## src/hdl/sacc_defs.svh

```systemverilog
// Constants for the converter control block: field positions, resets, timing.
`ifndef SACC_DEFS_SVH
`define SACC_DEFS_SVH
`define SACC_CLK_HZ 50000000
`define SACC_MAX_SPS 100000
`define SACC_MIN_CONV_CYC ((`SACC_CLK_HZ + `SACC_MAX_SPS - 1) / `SACC_MAX_SPS)
`define SACC_SAR_BITS 12
`define SACC_TRACK_CLKS 3
`define SACC_CONV_CLKS 16
`define SACC_DIV_RESET 5'h1F
`define SACC_GAIN_RESET 3'h0
`define SACC_PAIR_RESET 4'h0
`define SACC_CHAN_RESET 4'h0
`define SACC_TEMP_BIT 3
`define SACC_MODE_SW 2'h0
`define SACC_MODE_T3 2'h1
`define SACC_MODE_STROBE 2'h2
`define SACC_MODE_T2 2'h3
`endif

```

## src/hdl/sacc_pkg.sv

```systemverilog
// Types for the converter control block.
package sacc_pkg;
    typedef enum logic [2:0] {
        SACC_OFF,
        SACC_IDLE,
        SACC_TRACK,
        SACC_CONVERT
    } sacc_state_e;
    typedef enum logic [2:0] {
        SACC_GAIN_HALF,
        SACC_GAIN_1,
        SACC_GAIN_2,
        SACC_GAIN_4,
        SACC_GAIN_8,
        SACC_GAIN_16
    } sacc_gain_e;
endpackage

```

## src/hdl/sacc_clk_div.sv

```systemverilog
// Conversion clock tick generator dividing the system clock.
`timescale 1ns/1ps
`include "sacc_defs.svh"
module sacc_clk_div #(
    parameter int DIV_W = 5
) (
    input wire logic clk,               // System clock
    input wire logic reset,             // Async reset, high
    input wire logic run,               // Divider runs while high
    input wire logic [DIV_W-1:0] div,   // Divide value minus one
    output logic tick                   // One-cycle conversion clock tick
);
    logic [DIV_W-1:0] cnt_ff;

    // ----------------------------------------
    // Divider counter
    // ----------------------------------------
    // Tick once every div+1 system clocks; restarts when stopped
    always_ff @(posedge clk or posedge reset) begin
        if (reset) begin
            cnt_ff <= '0;
        end else if (!run || cnt_ff >= div) begin
            cnt_ff <= '0;
        end else begin
            cnt_ff <= cnt_ff + 1'b1;
        end
    end

    assign tick = run && (cnt_ff >= div); // [RULE6] [RULE19]

    tick_period_a: assert property (@(posedge clk) disable iff (reset)
        tick && run && $stable(div) |=> !tick || div == '0) // [RULE19]
        else $error("conversion tick repeated too early");
endmodule

```

## src/hdl/sacc_top.sv

```systemverilog
// Conversion control for a 12-bit successive-approximation converter.
// Function
// (RULE1) Converter, track-and-hold and gain run only while enable bit is one.
// (RULE2) Nine channels: eight external inputs plus the temperature sensor.
// (RULE3) Adjacent pairs selectable differential or single-ended; single-ended after reset.
// (RULE4) Gain field selects 0.5, 1, 2, 4, 8, 16; unity after reset.
// (RULE5) Twelve-bit successive approximation, throughput no more than 100 ksps; not limited here, a conversion at divide zero takes 16 system clocks.
// (RULE6) Conversion clock divides the system clock by the divide field plus one.
// (RULE7) Start on software busy write, timer three, strobe rise, or timer two.
// (RULE8) Busy reads one throughout a conversion, zero after completion.
// (RULE9) Busy falling edge sets the done flag and raises enabled interrupt.
// (RULE10) Result placed in high and low registers, left or right justified.
// (RULE11) Software clears done, writes busy, polls done, then reads result.
// (RULE12) Track mode zero tracks continuously when no conversion runs.
// (RULE13) Track mode one precedes conversion with exactly three conversion clocks tracking.
// (RULE14) Low-power mode with strobe: track while strobe low, convert on rise.
// (RULE15) Tracking disabled while the chip is in standby or sleep.
// (RULE16) Selected temperature sensor feeds the gain stage with programmed gain.
// (RULE17) Start mode codes 00, 01, 10, 11 pick software, timer3, strobe, timer2.
// (RULE18) Hardware never clears the done flag; software must.
// (RULE19) Divide field equals system clock over conversion clock, minus one.
// (RULE20) Gain 000=1, 001=2, 010=4, 011=8, 10x=16, 11x=0.5.
// (RULE21) Start events during a conversion are ignored.
// (RULE22) Unused bits of the result pair read zero in both justifications.
`timescale 1ns/1ps
`include "sacc_defs.svh"
module sacc_top #(
    parameter int RES_W = `SACC_SAR_BITS,      // Result width
    parameter int CONV_CLKS = `SACC_CONV_CLKS  // Conversion clocks per result
) (
    input wire logic clk,                      // System clock, 50 MHz
    input wire logic reset,                    // Async reset, high
    input wire logic converter_enable_bit,     // Subsystem enable
    input wire logic track_mode_bit,           // Low-power tracking when high
    input wire logic start_mode_hi,            // Start source select, high bit
    input wire logic start_mode_lo,            // Start source select, low bit
    input wire logic left_justify_bit,         // Left-justify result
    input wire logic [4:0] clock_divide_field, // System over conversion clock minus one
    input wire logic [2:0] gain_select_field,  // Gain code
    input wire logic [3:0] channel_address_field, // Channel select
    input wire logic [3:0] pair_config_bits,   // Pair differential bits
    input wire logic busy_write_one,           // Pulse: software writes one to busy
    input wire logic done_flag_clear,          // Pulse: software writes zero to done
    input wire logic done_irq_enable,          // Completion interrupt enable
    input wire logic timer3_overflow,          // Third-timer overflow pulse
    input wire logic timer2_overflow,          // Second-timer overflow pulse
    input wire logic ext_convert_strobe,       // External start strobe
    input wire logic chip_standby,             // Chip in standby or sleep
    input wire logic comparator_in,            // SAR comparator result from analog
    output logic analog_power_on,              // Converter, hold and gain powered
    output logic track_active,                 // Hold switch tracking
    output logic sar_sample,                   // Hold switch open, converting
    output logic [RES_W-1:0] sar_trial,        // DAC trial word
    output logic [3:0] mux_pos_sel,            // Positive input: 0-7 pins, 8 temp
    output logic [3:0] mux_neg_sel,            // Negative input: odd pins 1, 3, 5, 7, 15 ground
    output logic mux_differential,             // Selected channel is a differential pair
    output sacc_pkg::sacc_gain_e gain_setting, // Decoded gain
    output logic conversion_busy_bit,          // Conversion in progress
    output logic conversion_done_flag,         // Sticky completion flag
    output logic done_irq,                     // Interrupt request
    output logic [7:0] result_high_reg,        // Result upper byte
    output logic [7:0] result_low_reg          // Result lower byte
);
    localparam int CW = $clog2(CONV_CLKS + `SACC_TRACK_CLKS + 1);

    sacc_pkg::sacc_state_e state_ff;
    logic [CW-1:0] clks_ff;
    logic [RES_W-1:0] data_ff;
    logic strobe_d_ff;
    logic busy_d_ff;
    logic done_ff;
    logic [15:0] result_ff;
    logic [1:0] mode;
    logic tick;
    logic start_evt;
    logic strobe_rise;
    logic divider_run;

    assign mode = {start_mode_hi, start_mode_lo};
    assign strobe_rise = ext_convert_strobe && !strobe_d_ff;

    // ----------------------------------------
    // Start source selection
    // ----------------------------------------
    // Only the selected source counts; others are ignored
    always_comb begin
        unique case (mode)
            `SACC_MODE_SW: start_evt = busy_write_one;         // [RULE7] [RULE17]
            `SACC_MODE_T3: start_evt = timer3_overflow;        // [RULE7] [RULE17]
            `SACC_MODE_STROBE: start_evt = strobe_rise;        // [RULE7] [RULE14]
            `SACC_MODE_T2: start_evt = timer2_overflow;        // [RULE7] [RULE17]
        endcase
    end

    // Strobe edge memory; kept while disabled so no false edge on enable
    always_ff @(posedge clk or posedge reset) begin
        if (reset) begin
            strobe_d_ff <= 1'b0;
        end else begin
            strobe_d_ff <= ext_convert_strobe;
        end
    end

    // ----------------------------------------
    // Conversion clock
    // ----------------------------------------
    assign divider_run = (state_ff == sacc_pkg::SACC_TRACK) ||
                         (state_ff == sacc_pkg::SACC_CONVERT);

    sacc_clk_div #(.DIV_W(5)) u_div (
        .clk(clk),
        .reset(reset),
        .run(divider_run),
        .div(clock_divide_field),
        .tick(tick)
    );

    // ----------------------------------------
    // Conversion sequencer
    // ----------------------------------------
    // Strobe starts skip the fixed track period: tracking already ran while low
    always_ff @(posedge clk or posedge reset) begin
        if (reset) begin
            state_ff <= sacc_pkg::SACC_OFF;
            clks_ff <= '0;
        end else if (!converter_enable_bit) begin
            state_ff <= sacc_pkg::SACC_OFF;                    // [RULE1]
            clks_ff <= '0;
        end else begin
            unique case (state_ff)
                sacc_pkg::SACC_OFF: begin
                    state_ff <= sacc_pkg::SACC_IDLE;
                end
                sacc_pkg::SACC_IDLE: begin
                    clks_ff <= '0;
                    if (start_evt && track_mode_bit && mode != `SACC_MODE_STROBE) begin
                        state_ff <= sacc_pkg::SACC_TRACK;     // [RULE13]
                    end else if (start_evt) begin
                        state_ff <= sacc_pkg::SACC_CONVERT;
                    end
                end
                sacc_pkg::SACC_TRACK: begin
                    if (tick) begin
                        if (clks_ff == CW'(`SACC_TRACK_CLKS - 1)) begin
                            clks_ff <= '0;
                            state_ff <= sacc_pkg::SACC_CONVERT; // [RULE13]
                        end else begin
                            clks_ff <= clks_ff + 1'b1;
                        end
                    end
                end
                sacc_pkg::SACC_CONVERT: begin
                    // Further starts are not looked at here
                    if (tick) begin                            // [RULE21]
                        if (clks_ff == CW'(CONV_CLKS - 1)) begin
                            clks_ff <= '0;
                            state_ff <= sacc_pkg::SACC_IDLE;
                        end else begin
                            clks_ff <= clks_ff + 1'b1;
                        end
                    end
                end
                default: begin
                    state_ff <= sacc_pkg::SACC_OFF;
                end
            endcase
        end
    end

    // Successive approximation: one bit decided per conversion clock
    always_ff @(posedge clk or posedge reset) begin
        if (reset) begin
            data_ff <= '0;
        end else if (state_ff != sacc_pkg::SACC_CONVERT) begin
            data_ff <= '0;
        end else if (tick && clks_ff < CW'(RES_W)) begin
            data_ff[RES_W-1-int'(clks_ff)] <= comparator_in; // [RULE5]
        end
    end

    // Trial word: decided bits, the bit under test set, rest clear
    always_comb begin
        sar_trial = data_ff;
        if (state_ff == sacc_pkg::SACC_CONVERT && clks_ff < CW'(RES_W)) begin
            sar_trial[RES_W-1-int'(clks_ff)] = 1'b1;
        end
    end

    // ----------------------------------------
    // Busy, done flag and result
    // ----------------------------------------
    assign conversion_busy_bit = (state_ff == sacc_pkg::SACC_TRACK) ||
                                 (state_ff == sacc_pkg::SACC_CONVERT); // [RULE8]

    always_ff @(posedge clk or posedge reset) begin
        if (reset) begin
            busy_d_ff <= 1'b0;
        end else begin
            busy_d_ff <= conversion_busy_bit;
        end
    end

    // Set wins over a clear landing in the same cycle
    always_ff @(posedge clk or posedge reset) begin
        if (reset) begin
            done_ff <= 1'b0;
        end else if (busy_d_ff && !conversion_busy_bit) begin
            done_ff <= 1'b1;                                   // [RULE9]
        end else if (done_flag_clear) begin
            done_ff <= 1'b0;                                   // [RULE18] [RULE11]
        end
    end

    assign conversion_done_flag = done_ff;
    assign done_irq = done_ff && done_irq_enable;              // [RULE9]

    // Captured at the last conversion clock, justified per the current setting
    always_ff @(posedge clk or posedge reset) begin
        if (reset) begin
            result_ff <= 16'h0000;
        end else if (state_ff == sacc_pkg::SACC_CONVERT && tick &&
                     clks_ff == CW'(CONV_CLKS - 1)) begin
            if (left_justify_bit) begin
                result_ff <= {data_ff, {(16 - RES_W){1'b0}}}; // [RULE10] [RULE22]
            end else begin
                result_ff <= {{(16 - RES_W){1'b0}}, data_ff}; // [RULE10] [RULE22]
            end
        end
    end

    assign result_high_reg = result_ff[15:8];
    assign result_low_reg = result_ff[7:0];

    // ----------------------------------------
    // Analog front end control
    // ----------------------------------------
    assign analog_power_on = converter_enable_bit;             // [RULE1]
    assign sar_sample = (state_ff == sacc_pkg::SACC_CONVERT);

    // Tracking: continuous when idle, or timed, or strobe-low in low-power mode
    always_comb begin
        track_active = 1'b0;
        if (converter_enable_bit && !chip_standby) begin       // [RULE15]
            if (!track_mode_bit) begin
                track_active = (state_ff == sacc_pkg::SACC_IDLE); // [RULE12]
            end else if (mode == `SACC_MODE_STROBE) begin
                track_active = (state_ff == sacc_pkg::SACC_IDLE) &&
                               !ext_convert_strobe;            // [RULE14]
            end else begin
                track_active = (state_ff == sacc_pkg::SACC_TRACK); // [RULE13]
            end
        end
    end

    // Channel routing: bit 3 selects the sensor, else pair bits decide
    always_comb begin
        mux_pos_sel = {1'b0, channel_address_field[2:0]};
        mux_neg_sel = 4'hF;
        mux_differential = 1'b0;
        if (channel_address_field[`SACC_TEMP_BIT]) begin
            mux_pos_sel = 4'h8;                                // [RULE2] [RULE16]
        end else if (pair_config_bits[channel_address_field[2:1]]) begin
            mux_pos_sel = {1'b0, channel_address_field[2:1], 1'b0}; // [RULE3]
            mux_neg_sel = {1'b0, channel_address_field[2:1], 1'b1};
            mux_differential = 1'b1;
        end
    end

    // Gain decode; sensor path shares the same gain
    always_comb begin
        unique casez (gain_select_field)
            3'b000: gain_setting = sacc_pkg::SACC_GAIN_1;      // [RULE4] [RULE20]
            3'b001: gain_setting = sacc_pkg::SACC_GAIN_2;      // [RULE20]
            3'b010: gain_setting = sacc_pkg::SACC_GAIN_4;      // [RULE20]
            3'b011: gain_setting = sacc_pkg::SACC_GAIN_8;      // [RULE20]
            3'b10?: gain_setting = sacc_pkg::SACC_GAIN_16;     // [RULE20]
            3'b11?: gain_setting = sacc_pkg::SACC_GAIN_HALF;   // [RULE20]
        endcase
    end

    // ----------------------------------------
    // Checks
    // ----------------------------------------
    off_when_disabled_a: assert property (@(posedge clk) disable iff (reset)
        !converter_enable_bit |=> !conversion_busy_bit) // [RULE1]
        else $error("busy while disabled");
    done_on_fall_a: assert property (@(posedge clk) disable iff (reset)
        $fell(conversion_busy_bit) |=> conversion_done_flag) // [RULE9]
        else $error("done flag not set after busy fell");
    done_sticky_a: assert property (@(posedge clk) disable iff (reset)
        conversion_done_flag && !done_flag_clear |=> conversion_done_flag) // [RULE18]
        else $error("done flag cleared without software");
    busy_start_sw_a: assert property (@(posedge clk) disable iff (reset)
        sacc_pkg::SACC_IDLE == state_ff && mode == 2'h0 && busy_write_one
        && converter_enable_bit |=> conversion_busy_bit) // [RULE7]
        else $error("software start missed");
    track_len_a: assert property (@(posedge clk) disable iff (reset)
        $rose(state_ff == sacc_pkg::SACC_TRACK) && clock_divide_field == 5'h00
        && converter_enable_bit ##1 converter_enable_bit[*2]
        |=> state_ff == sacc_pkg::SACC_CONVERT) // [RULE13]
        else $error("track interval not three clocks");
    busy_ignores_start_a: assert property (@(posedge clk) disable iff (reset)
        sar_sample && !tick && converter_enable_bit |=> sar_sample) // [RULE21]
        else $error("conversion disturbed");
    standby_no_track_a: assert property (@(posedge clk) disable iff (reset)
        chip_standby |-> !track_active) // [RULE15]
        else $error("tracking during standby");
    justify_zero_a: assert property (@(posedge clk) disable iff (reset)
        $changed(result_ff) && !left_justify_bit |-> result_high_reg[7:4] == 4'h0) // [RULE22]
        else $error("unused result bits set");
    temp_route_a: assert property (@(posedge clk) disable iff (reset)
        channel_address_field[3] |-> mux_pos_sel == 4'h8 && !mux_differential) // [RULE16]
        else $error("sensor not routed");

    sw_conv_c: cover property (@(posedge clk) disable iff (reset)
        $fell(conversion_busy_bit) && mode == 2'h0);
    lp_track_c: cover property (@(posedge clk) disable iff (reset)
        state_ff == sacc_pkg::SACC_TRACK && track_mode_bit);
    strobe_conv_c: cover property (@(posedge clk) disable iff (reset)
        strobe_rise && mode == 2'h2 && state_ff == sacc_pkg::SACC_IDLE);
    diff_c: cover property (@(posedge clk) disable iff (reset) mux_differential);
endmodule

```

## config.mk

```make
export PLATFORM = sky130hd
export DESIGN_NAME = sacc_top
export DESIGN_NICKNAME = d
export VERILOG_FILES = /design/src/hdl/sacc_pkg.sv /design/src/hdl/sacc_clk_div.sv /design/src/hdl/sacc_top.sv
export VERILOG_INCLUDE_DIRS = /design/src /design/src/hdl
export SDC_FILE = /design/constraint.sdc
export NUM_CORES = 1
export LEC_CHECK = 0
export ABC_AREA = 1
export BUFFER_PORTS_ARGS = -buffer_cell sky130_fd_sc_hd__buf_2
export CAP_MARGIN = 0
export CELL_PAD_IN_SITES_DETAIL_PLACEMENT = 0
export CELL_PAD_IN_SITES_GLOBAL_PLACEMENT = 1
export CORE_MARGIN = 4
export CORE_UTILIZATION = 30
export CTS_BUF_LIST = sky130_fd_sc_hd__clkbuf_4
export CTS_CLUSTER_DIAMETER = 80
export CTS_CLUSTER_SIZE = 10
export DETAILED_ROUTE_END_ITERATION = 10
export PLACE_DENSITY_LB_ADDON = 0.25
export SYNTH_ARGS = -nofsm -noshare
export SYNTH_HDL_FRONTEND = slang
export SYNTH_SLANG_ARGS = --single-unit
```

## constraint.sdc

```tcl
create_clock -name clk -period 2.8 [get_ports clk]
set_clock_uncertainty 0.2 [all_clocks]
set_input_delay 0.56 -clock clk [delete_from_list [all_inputs] [get_ports clk]]
set_output_delay 0.56 -clock clk [all_outputs]
set_load 0.02 [all_outputs]
```

# Yosys cells after proc, flatten, opt, wreduce, memory -nomap -nowiden

Index checks and enable logic that the tools add are counted.

Output and inout port bits: 46
Flip-flop bits (word level): 44
Logic and storage cells: 101
Input port bits: 31

Reductions and logical operators: 26
Muxes and demuxes: 37
Add/sub/neg operators: 3
$lt $le $gt $ge: 5
Equal/unequal tests: 21
Bitwise operators: 1

Operators by type and width:

| operator                                                                             | count |
|---|---|
| 12-bit two-way mux                                                                   | 3 |
| 5-bit two-way mux                                                                    | 6 |
| 3-bit two-way mux                                                                    | 7 |
| 3-bit case mux with 6 select lines                                                   | 1 |
| 16-bit two-way mux                                                                   | 1 |
| 5-bit case mux with 3 select lines                                                   | 1 |
| 1-bit logical AND                                                                    | 13 |
| 12-bit bitwise mux                                                                   | 1 |
| 3-bit by 2-bit == test with 1-bit output (second input constant)                     | 4 |
| 4-bit two-way mux                                                                    | 3 |
| 12-bit OR                                                                            | 1 |
| 3-bit case mux with 4 select lines                                                   | 1 |
| 5-bit by 1-bit adder with 5-bit output (second input constant)                       | 2 |
| 1-bit two-way mux                                                                    | 10 |
| 3-bit by 2-bit inequality test with 1-bit output (second input constant)             | 3 |
| 2-bit == test (second input constant)                                                | 4 |
| 3-bit by 1-bit == test with 1-bit output (second input constant)                     | 2 |
| 6-bit by 1-bit greater-or-equal comparator with 1-bit output (second input constant) | 1 |
| 3-bit logical NOT                                                                    | 2 |
| 6-bit < comparator (second input constant)                                           | 1 |
| 3-bit inequality test (second input constant)                                        | 2 |
| 4-bit by 5-bit subtractor with 6-bit output (first input constant)                   | 1 |
| 5-bit by 2-bit == test with 1-bit output (second input constant)                     | 1 |
| 5-bit by 4-bit == test with 1-bit output (second input constant)                     | 1 |
| 16 further kinds                                                                     | 21 |

# Depth between registers and ports, before layout

Word-level depth: 8
Mapped depth: 12

# By module

From an unflattened synthesis, not the netlist that was laid out.

Cells, all modules: 361
Area, all modules: 2786.4 sq um

By module, submodules not included:

| module       | seq. area each (sq um) | cells an instance | area an instance (sq um) | instances |
|---|---|---|---|---|
| sacc_top     | 950.9                  | 318               | 2429.8                   | 1 |
| sacc_clk_div | 125.1                  | 43                | 356.6                    | 1 |

# Worst setup path after synthesis

OpenSTA, ideal clock, no wires.

Path kind: reg2out
Start: reg state_ff[0]
End: out sar_trial[10]
Data required time: 2040 ps
Cell stages (with the launch flop): 5
Arrival time: 1737 ps
Setup slack: 303 ps
Cells stage by stage: dfrtp_1 > ha_1 > buf_2 > nand2_1 > o31ai_1

Cells in the longest elaborated chain, start to end: 3

Ends and longest elaborated chain:

| element                                  | line            | text |
|---|---|---|
| start: declaration                       | sacc_top.sv:66  | `sacc_pkg::sacc_state_e state_ff;` |
| start signal: assignment                 | sacc_top.sv:124 | `state_ff <= sacc_pkg::SACC_OFF;` |
| start signal: assignment                 | sacc_top.sv:127 | `state_ff <= sacc_pkg::SACC_OFF;` |
| start signal: assignment                 | sacc_top.sv:132 | `state_ff <= sacc_pkg::SACC_IDLE;` |
| 3-bit by 2-bit == test with 1-bit output | n/a             |  |
| named net sar_sample                     | sacc_top.sv:52  | `output logic sar_sample,` |
| 1-bit logical AND                        | sacc_top.sv:184 | `if (state_ff == sacc_pkg::SACC_CONVERT && clks_ff < CW'(RES_W)) begin` |
| 12-bit two-way mux                       | sacc_top.sv:184 |  |
| end: declaration                         | sacc_top.sv:53  | `output logic [RES_W-1:0] sar_trial,` |

The timed path passes the listed nets, and every way through them passes these cells.

# Worst setup path in the final report

Start: reg clks_ff[2]
End: out sar_trial[11]

Cells in the longest elaborated chain, start to end: 7
Elaborated cells between the ends (all ways): 10

Ends and longest elaborated chain:

| element                                                                                                                  | line            | text |
|---|---|---|
| start: declaration                                                                                                       | sacc_top.sv:67  | `logic [CW-1:0] clks_ff;` |
| start signal: assignment                                                                                                 | sacc_top.sv:148 | `clks_ff <= clks_ff + 1'b1;` |
| start signal: assignment                                                                                                 | sacc_top.sv:159 | `clks_ff <= clks_ff + 1'b1;` |
| 4-bit by 5-bit subtractor with 6-bit output                                                                              | sacc_top.sv:185 | `sar_trial[RES_W-1-int'(clks_ff)] = 1'b1;` |
| 6-bit by 1-bit greater-or-equal comparator with 1-bit output (not written as such) or 6-bit < comparator (tied branches) | sacc_top.sv:185 |  |
| 1-bit logical AND (not written as such)                                                                                  | sacc_top.sv:185 |  |
| 1-bit two-way mux (not written as such)                                                                                  | sacc_top.sv:185 |  |
| 1-bit demux with 4-bit select                                                                                            | sacc_top.sv:185 |  |
| 12-bit OR (no line)                                                                                                      | n/a             |  |
| 12-bit two-way mux *                                                                                                     | sacc_top.sv:184 |  |

Every way passes the cells marked *; elsewhere a longest branch is shown, timed or not.

==> impl_summary.md <==
STA
The least setup slack across all paths after layout is 239.5 ps. Dividing the final minimum period by the clock period gives 0.9145. The final critical delay including setup and external delays is ~2600 ps. The final count of hold timing violations came to 0.

The worst slew slack as a fraction of its limit is 0.6274. Setup repair after global routing left no endpoint under its margin. For the pin with the worst max-slew slack, the measured transition is 558.1 ps.

The max-slew violation count is 0. Setup total negative slack on the finished layout was measured at 0 ps. The number of setup violations in the final report is 0. The timing-limited maximum frequency is 390.5 MHz.

Pwr
The part of the total power dissipated in the clock network is 0.234. For this design the static power due to leakage is 1.922 nW. For this design the total switching power over the nets is 675.9 uW. VDD sags by at most around 0.19 mV. The share of power burned in combinational logic is 0.352. The switching share of power is 0.3910. The design internal power is 1.053 mW.

The part of the power in registers is 0.414. The total power divided by cell area is 525.1 nW/um2.

Clocking
The depth of the CTS H-tree is 2. TritonCTS built the clock tree. The count of clock tree sinks is 43. The clock root buffer is sky130_fd_sc_hd__clkbuf_4. The number of buffers on the longest clock path is 2. The count of buffers added by post-CTS timing repair for setup is 0. The clock transition at the registers of the reported paths is approximately 140 ps.

At the later pin of the worst-skew pair, clock insertion delay measures 360 ps. The number of CTS-inserted buffers is 5.

Routing
In this run the remaining antenna-violating nets after routing total 0. Summed over all layers, the routed wires come to 7.036 mm. The met1 wire length is about 3.4 mm.

The routed length per instance is 12.84 um. Wire segments on met2 add up to 3.294 mm in the final route. The via count of the routed design is 2571. The vias per cell is 4.692. The DRC violations left is 0. For this block, the initial DRC count from the detailed router was between 100 and 150.

The number of search-and-repair iterations in the first detailed-routing pass is 4. The total met3 wirelength after detailed routing is ~330 um. In this run the top signal layer used is met4.

Layout
The multi-input logic area is 1419 um2. In the layout the commonest cells are sky130_fd_sc_hd__nand2_1 (101), sky130_fd_sc_hd__buf_2 (75), sky130_fd_sc_hd__inv_1 (44), sky130_fd_sc_hd__dfrtp_1 (43), sky130_fd_sc_hd__nor2_1 (27). In the final design database the tool counted 486 nets. The area added between synthesis and finish is 19.48%. The most common cell after layout, fill and taps aside is sky130_fd_sc_hd__nand2_1.

The layout filler cell count is 983. The register cell area after layout is 1076 um2. The finished layout holds 548 standard cells, fillers aside. The proportion of layout cells with a drive suffix above 1 is 0.2386. The number of antenna diodes in the final layout is 0.

Worst setup path
STA puts the critical path data arrival time at ~1800 ps. The capturing element type of the critical path is an output pin. The path type of the worst setup path is register to output pin.

Along the worst path, the maximum fanout reaches 7. Data on the critical path is required at its endpoint by 2040 ps. The startpoint kind of the worst setup timing path is a register.

GRT
The number of antenna violations at the first check in global routing was 0. The wire length of the first global-routing pass is 11.96 mm. The number of global-route vias before repair came to 2438. The pin count of the biggest net entering global routing is 44. The global routing usage summed across all routing layers is 0.1314. The total grt overflow is 0.

Placement
Port buffering added 75 buffers. The placement-stage worst setup slack is 472.8 ps. The final HPWL from detailed placement is between 5 and 6 mm. The final weighted congestion in routability-driven placement is 0.7584. The number of placed instances, taps included, is 541.

Min path
The worst hold-check path type is input port to async pin.

Yosys
The netlist area before placement is between 2000 and 3000 um2. In this run, distinct cell masters in the synthesized netlist total 32. The net count of the mapped netlist is approximately 420.

The total number of yosys warnings is 0. The synthesized area per cell is 7.426 um2. The share of the Yosys chip area taken by registers is 0.3906. The number of storage elements in the synthesis netlist is 43. The count of mapped cells out of synthesis is between 300 and 400.

Floorplan
The count of standard-cell rows is 34. The initial standard-cell utilization of the core is 0.3114. In this run the horizontal extent of the chip is between 100 and 150 um. The die area is 10780 um2. Pin placement for this block handled 77 I/O pins. The core area is 8848 um2. In this run the vertical extent of the chip is 103.8 um.

Flow run
The number of maximum-capacitance violations is 0.

Run status
The flow ran to the end, and the final reports show no timing, DRC or antenna violations.
per-stage QoR:
stage | utilization | power [mW] | hold WS, ps | cell area, um2
final | 0.3720 | 1.728 | 41.65 | 3292
after floorplan | - | 1.175 | 229.6 | 2755
after global routing | 0.3720 | 1.863 | 48.06 | 3292
after CTS | 0.3701 | 1.749 | 41.57 | 3274
after detailed placement | 0.3616 | 1.339 | 253.1 | 3199
after global placement | 0.3616 | 1.333 | 247.7 | 3199
synth_stat cells:
master / instances / area share
sky130_fd_sc_hd__nand2_2: 2 / 0.0045
sky130_fd_sc_hd__buf_2: 6 / 0.011
sky130_fd_sc_hd__clkbuf_1: 3 / 0.0041
sky130_fd_sc_hd__buf_1: 1 / 0.0014
sky130_fd_sc_hd__buf_4: 3 / 0.0082
sky130_fd_sc_hd__a21oi_4: 1 / 0.0059
sky130_fd_sc_hd__nand2_4: 1 / 0.0041
sky130_fd_sc_hd__a21oi_1: 4 / 0.0073
sky130_fd_sc_hd__nor2_8: 1 / 0.0073
sky130_fd_sc_hd__o21ai_1: 26 / 0.047
sky130_fd_sc_hd__buf_6: 3 / 0.012
sky130_fd_sc_hd__o21ai_0: 19 / 0.035
sky130_fd_sc_hd__mux2i_1: 1 / 0.0036
sky130_fd_sc_hd__nand3_2: 1 / 0.0036
sky130_fd_sc_hd__xor2_1: 4 / 0.013
sky130_fd_sc_hd__a31o_2: 4 / 0.013
sky130_fd_sc_hd__dfrtp_1: 43 / 0.39
sky130_fd_sc_hd__nand3_1: 26 / 0.047
sky130_fd_sc_hd__inv_2: 3 / 0.0041
sky130_fd_sc_hd__nor3_1: 4 / 0.0073
sky130_fd_sc_hd__nor2_2: 2 / 0.0045
sky130_fd_sc_hd__nand2_1: 102 / 0.14
sky130_fd_sc_hd__o31ai_1: 6 / 0.016
sky130_fd_sc_hd__conb_1: 1 / 0.0014
sky130_fd_sc_hd__o211a_1: 1 / 0.0036
sky130_fd_sc_hd__inv_1: 44 / 0.060
sky130_fd_sc_hd__ha_1: 15 / 0.068
sky130_fd_sc_hd__nor2_1: 27 / 0.037
sky130_fd_sc_hd__a21oi_2: 1 / 0.0032
sky130_fd_sc_hd__xnor2_1: 1 / 0.0032
sky130_fd_sc_hd__nand4_1: 14 / 0.032
sky130_fd_sc_hd__o21a_1: 1 / 0.0027
metal layers:
metal	global-route usage	up-vias
met5	0	-
met1	0.1723	1174
met2	0.2201	51
li1	-	1339
met3	0.03358	7
met4	0.02564	0
power by group through the flow:
stage	Combinational, mW	Sequential (mW)	Clock [mW]
floorplan	0.451	0.723	0
CTS	0.612	0.717	0.420
global placement	0.604	0.729	0
global route	0.690	0.724	0.449
detailed placement	0.611	0.728	0
finish	0.608	0.715	0.405
registers in the layout (all words and copies together) (netlist names):
signal	cells
result_ff	16
state_ff	2
conversion_done_flag	1
strobe_d_ff	1
clks_ff	5
u_div.cnt_ff	5
data_ff	12
busy_d_ff	1
critical path: stages (launching register included):
cell                      delay [ps]
sky130_fd_sc_hd__dfrtp_1         510
sky130_fd_sc_hd__a21oi_4         270
sky130_fd_sc_hd__nand2_2         160
sky130_fd_sc_hd__o31ai_1         270
sky130_fd_sc_hd__buf_2           220
area by class of cell:
| class | count | area share |
|---|---|---|
| Inverter | 47 | 0.05359 |
| Tap cell | 108 | 0.04105 |
| Clock inverter | 1 | 0.009122 |
| Multi-Input combinational cell | 265 | 0.4310 |
| Clock buffer | 6 | 0.01368 |
| Timing Repair Buffer | 78 | 0.1247 |
| Sequential cell | 43 | 0.3269 |
kinds of logic after synthesis:
| logic type | share of synthesized area |
|---|---|
| simple gates | 0.2861 |
| fa+ha+maj | 0.06812 |
| flops | 0.3906 |
| buf+inv | 0.1008 |
| compound gates | 0.1335 |
| mux | 0.003633 |
| xor+xnor | 0.01589 |
| other cells | 0.001361 |
repair_timing:
action,CTS,global route
hold buffers,0,0
setup endpoints to repair,0,3
resized for setup,0,4
final timing paths:
path / end / cells after the start / slack, ps / start
setup / recovery: sar_trial[11] / 4 / 240 / clks_ff[2]
hold / removal: u_div.cnt_ff[1] / 3 / 40 / reset
hold reg to reg: conversion_done_flag / 2 / 280 / busy_d_ff
min in group clk: strobe_d_ff / 1 / 120 / ext_convert_strobe
setup reg to reg: data_ff[10] / 10 / 720 / u_div.cnt_ff[4]
max in group asynchronous: data_ff[3] / 3 / 2140 / reset
Note: power is estimated with default switching activity, not from simulation.
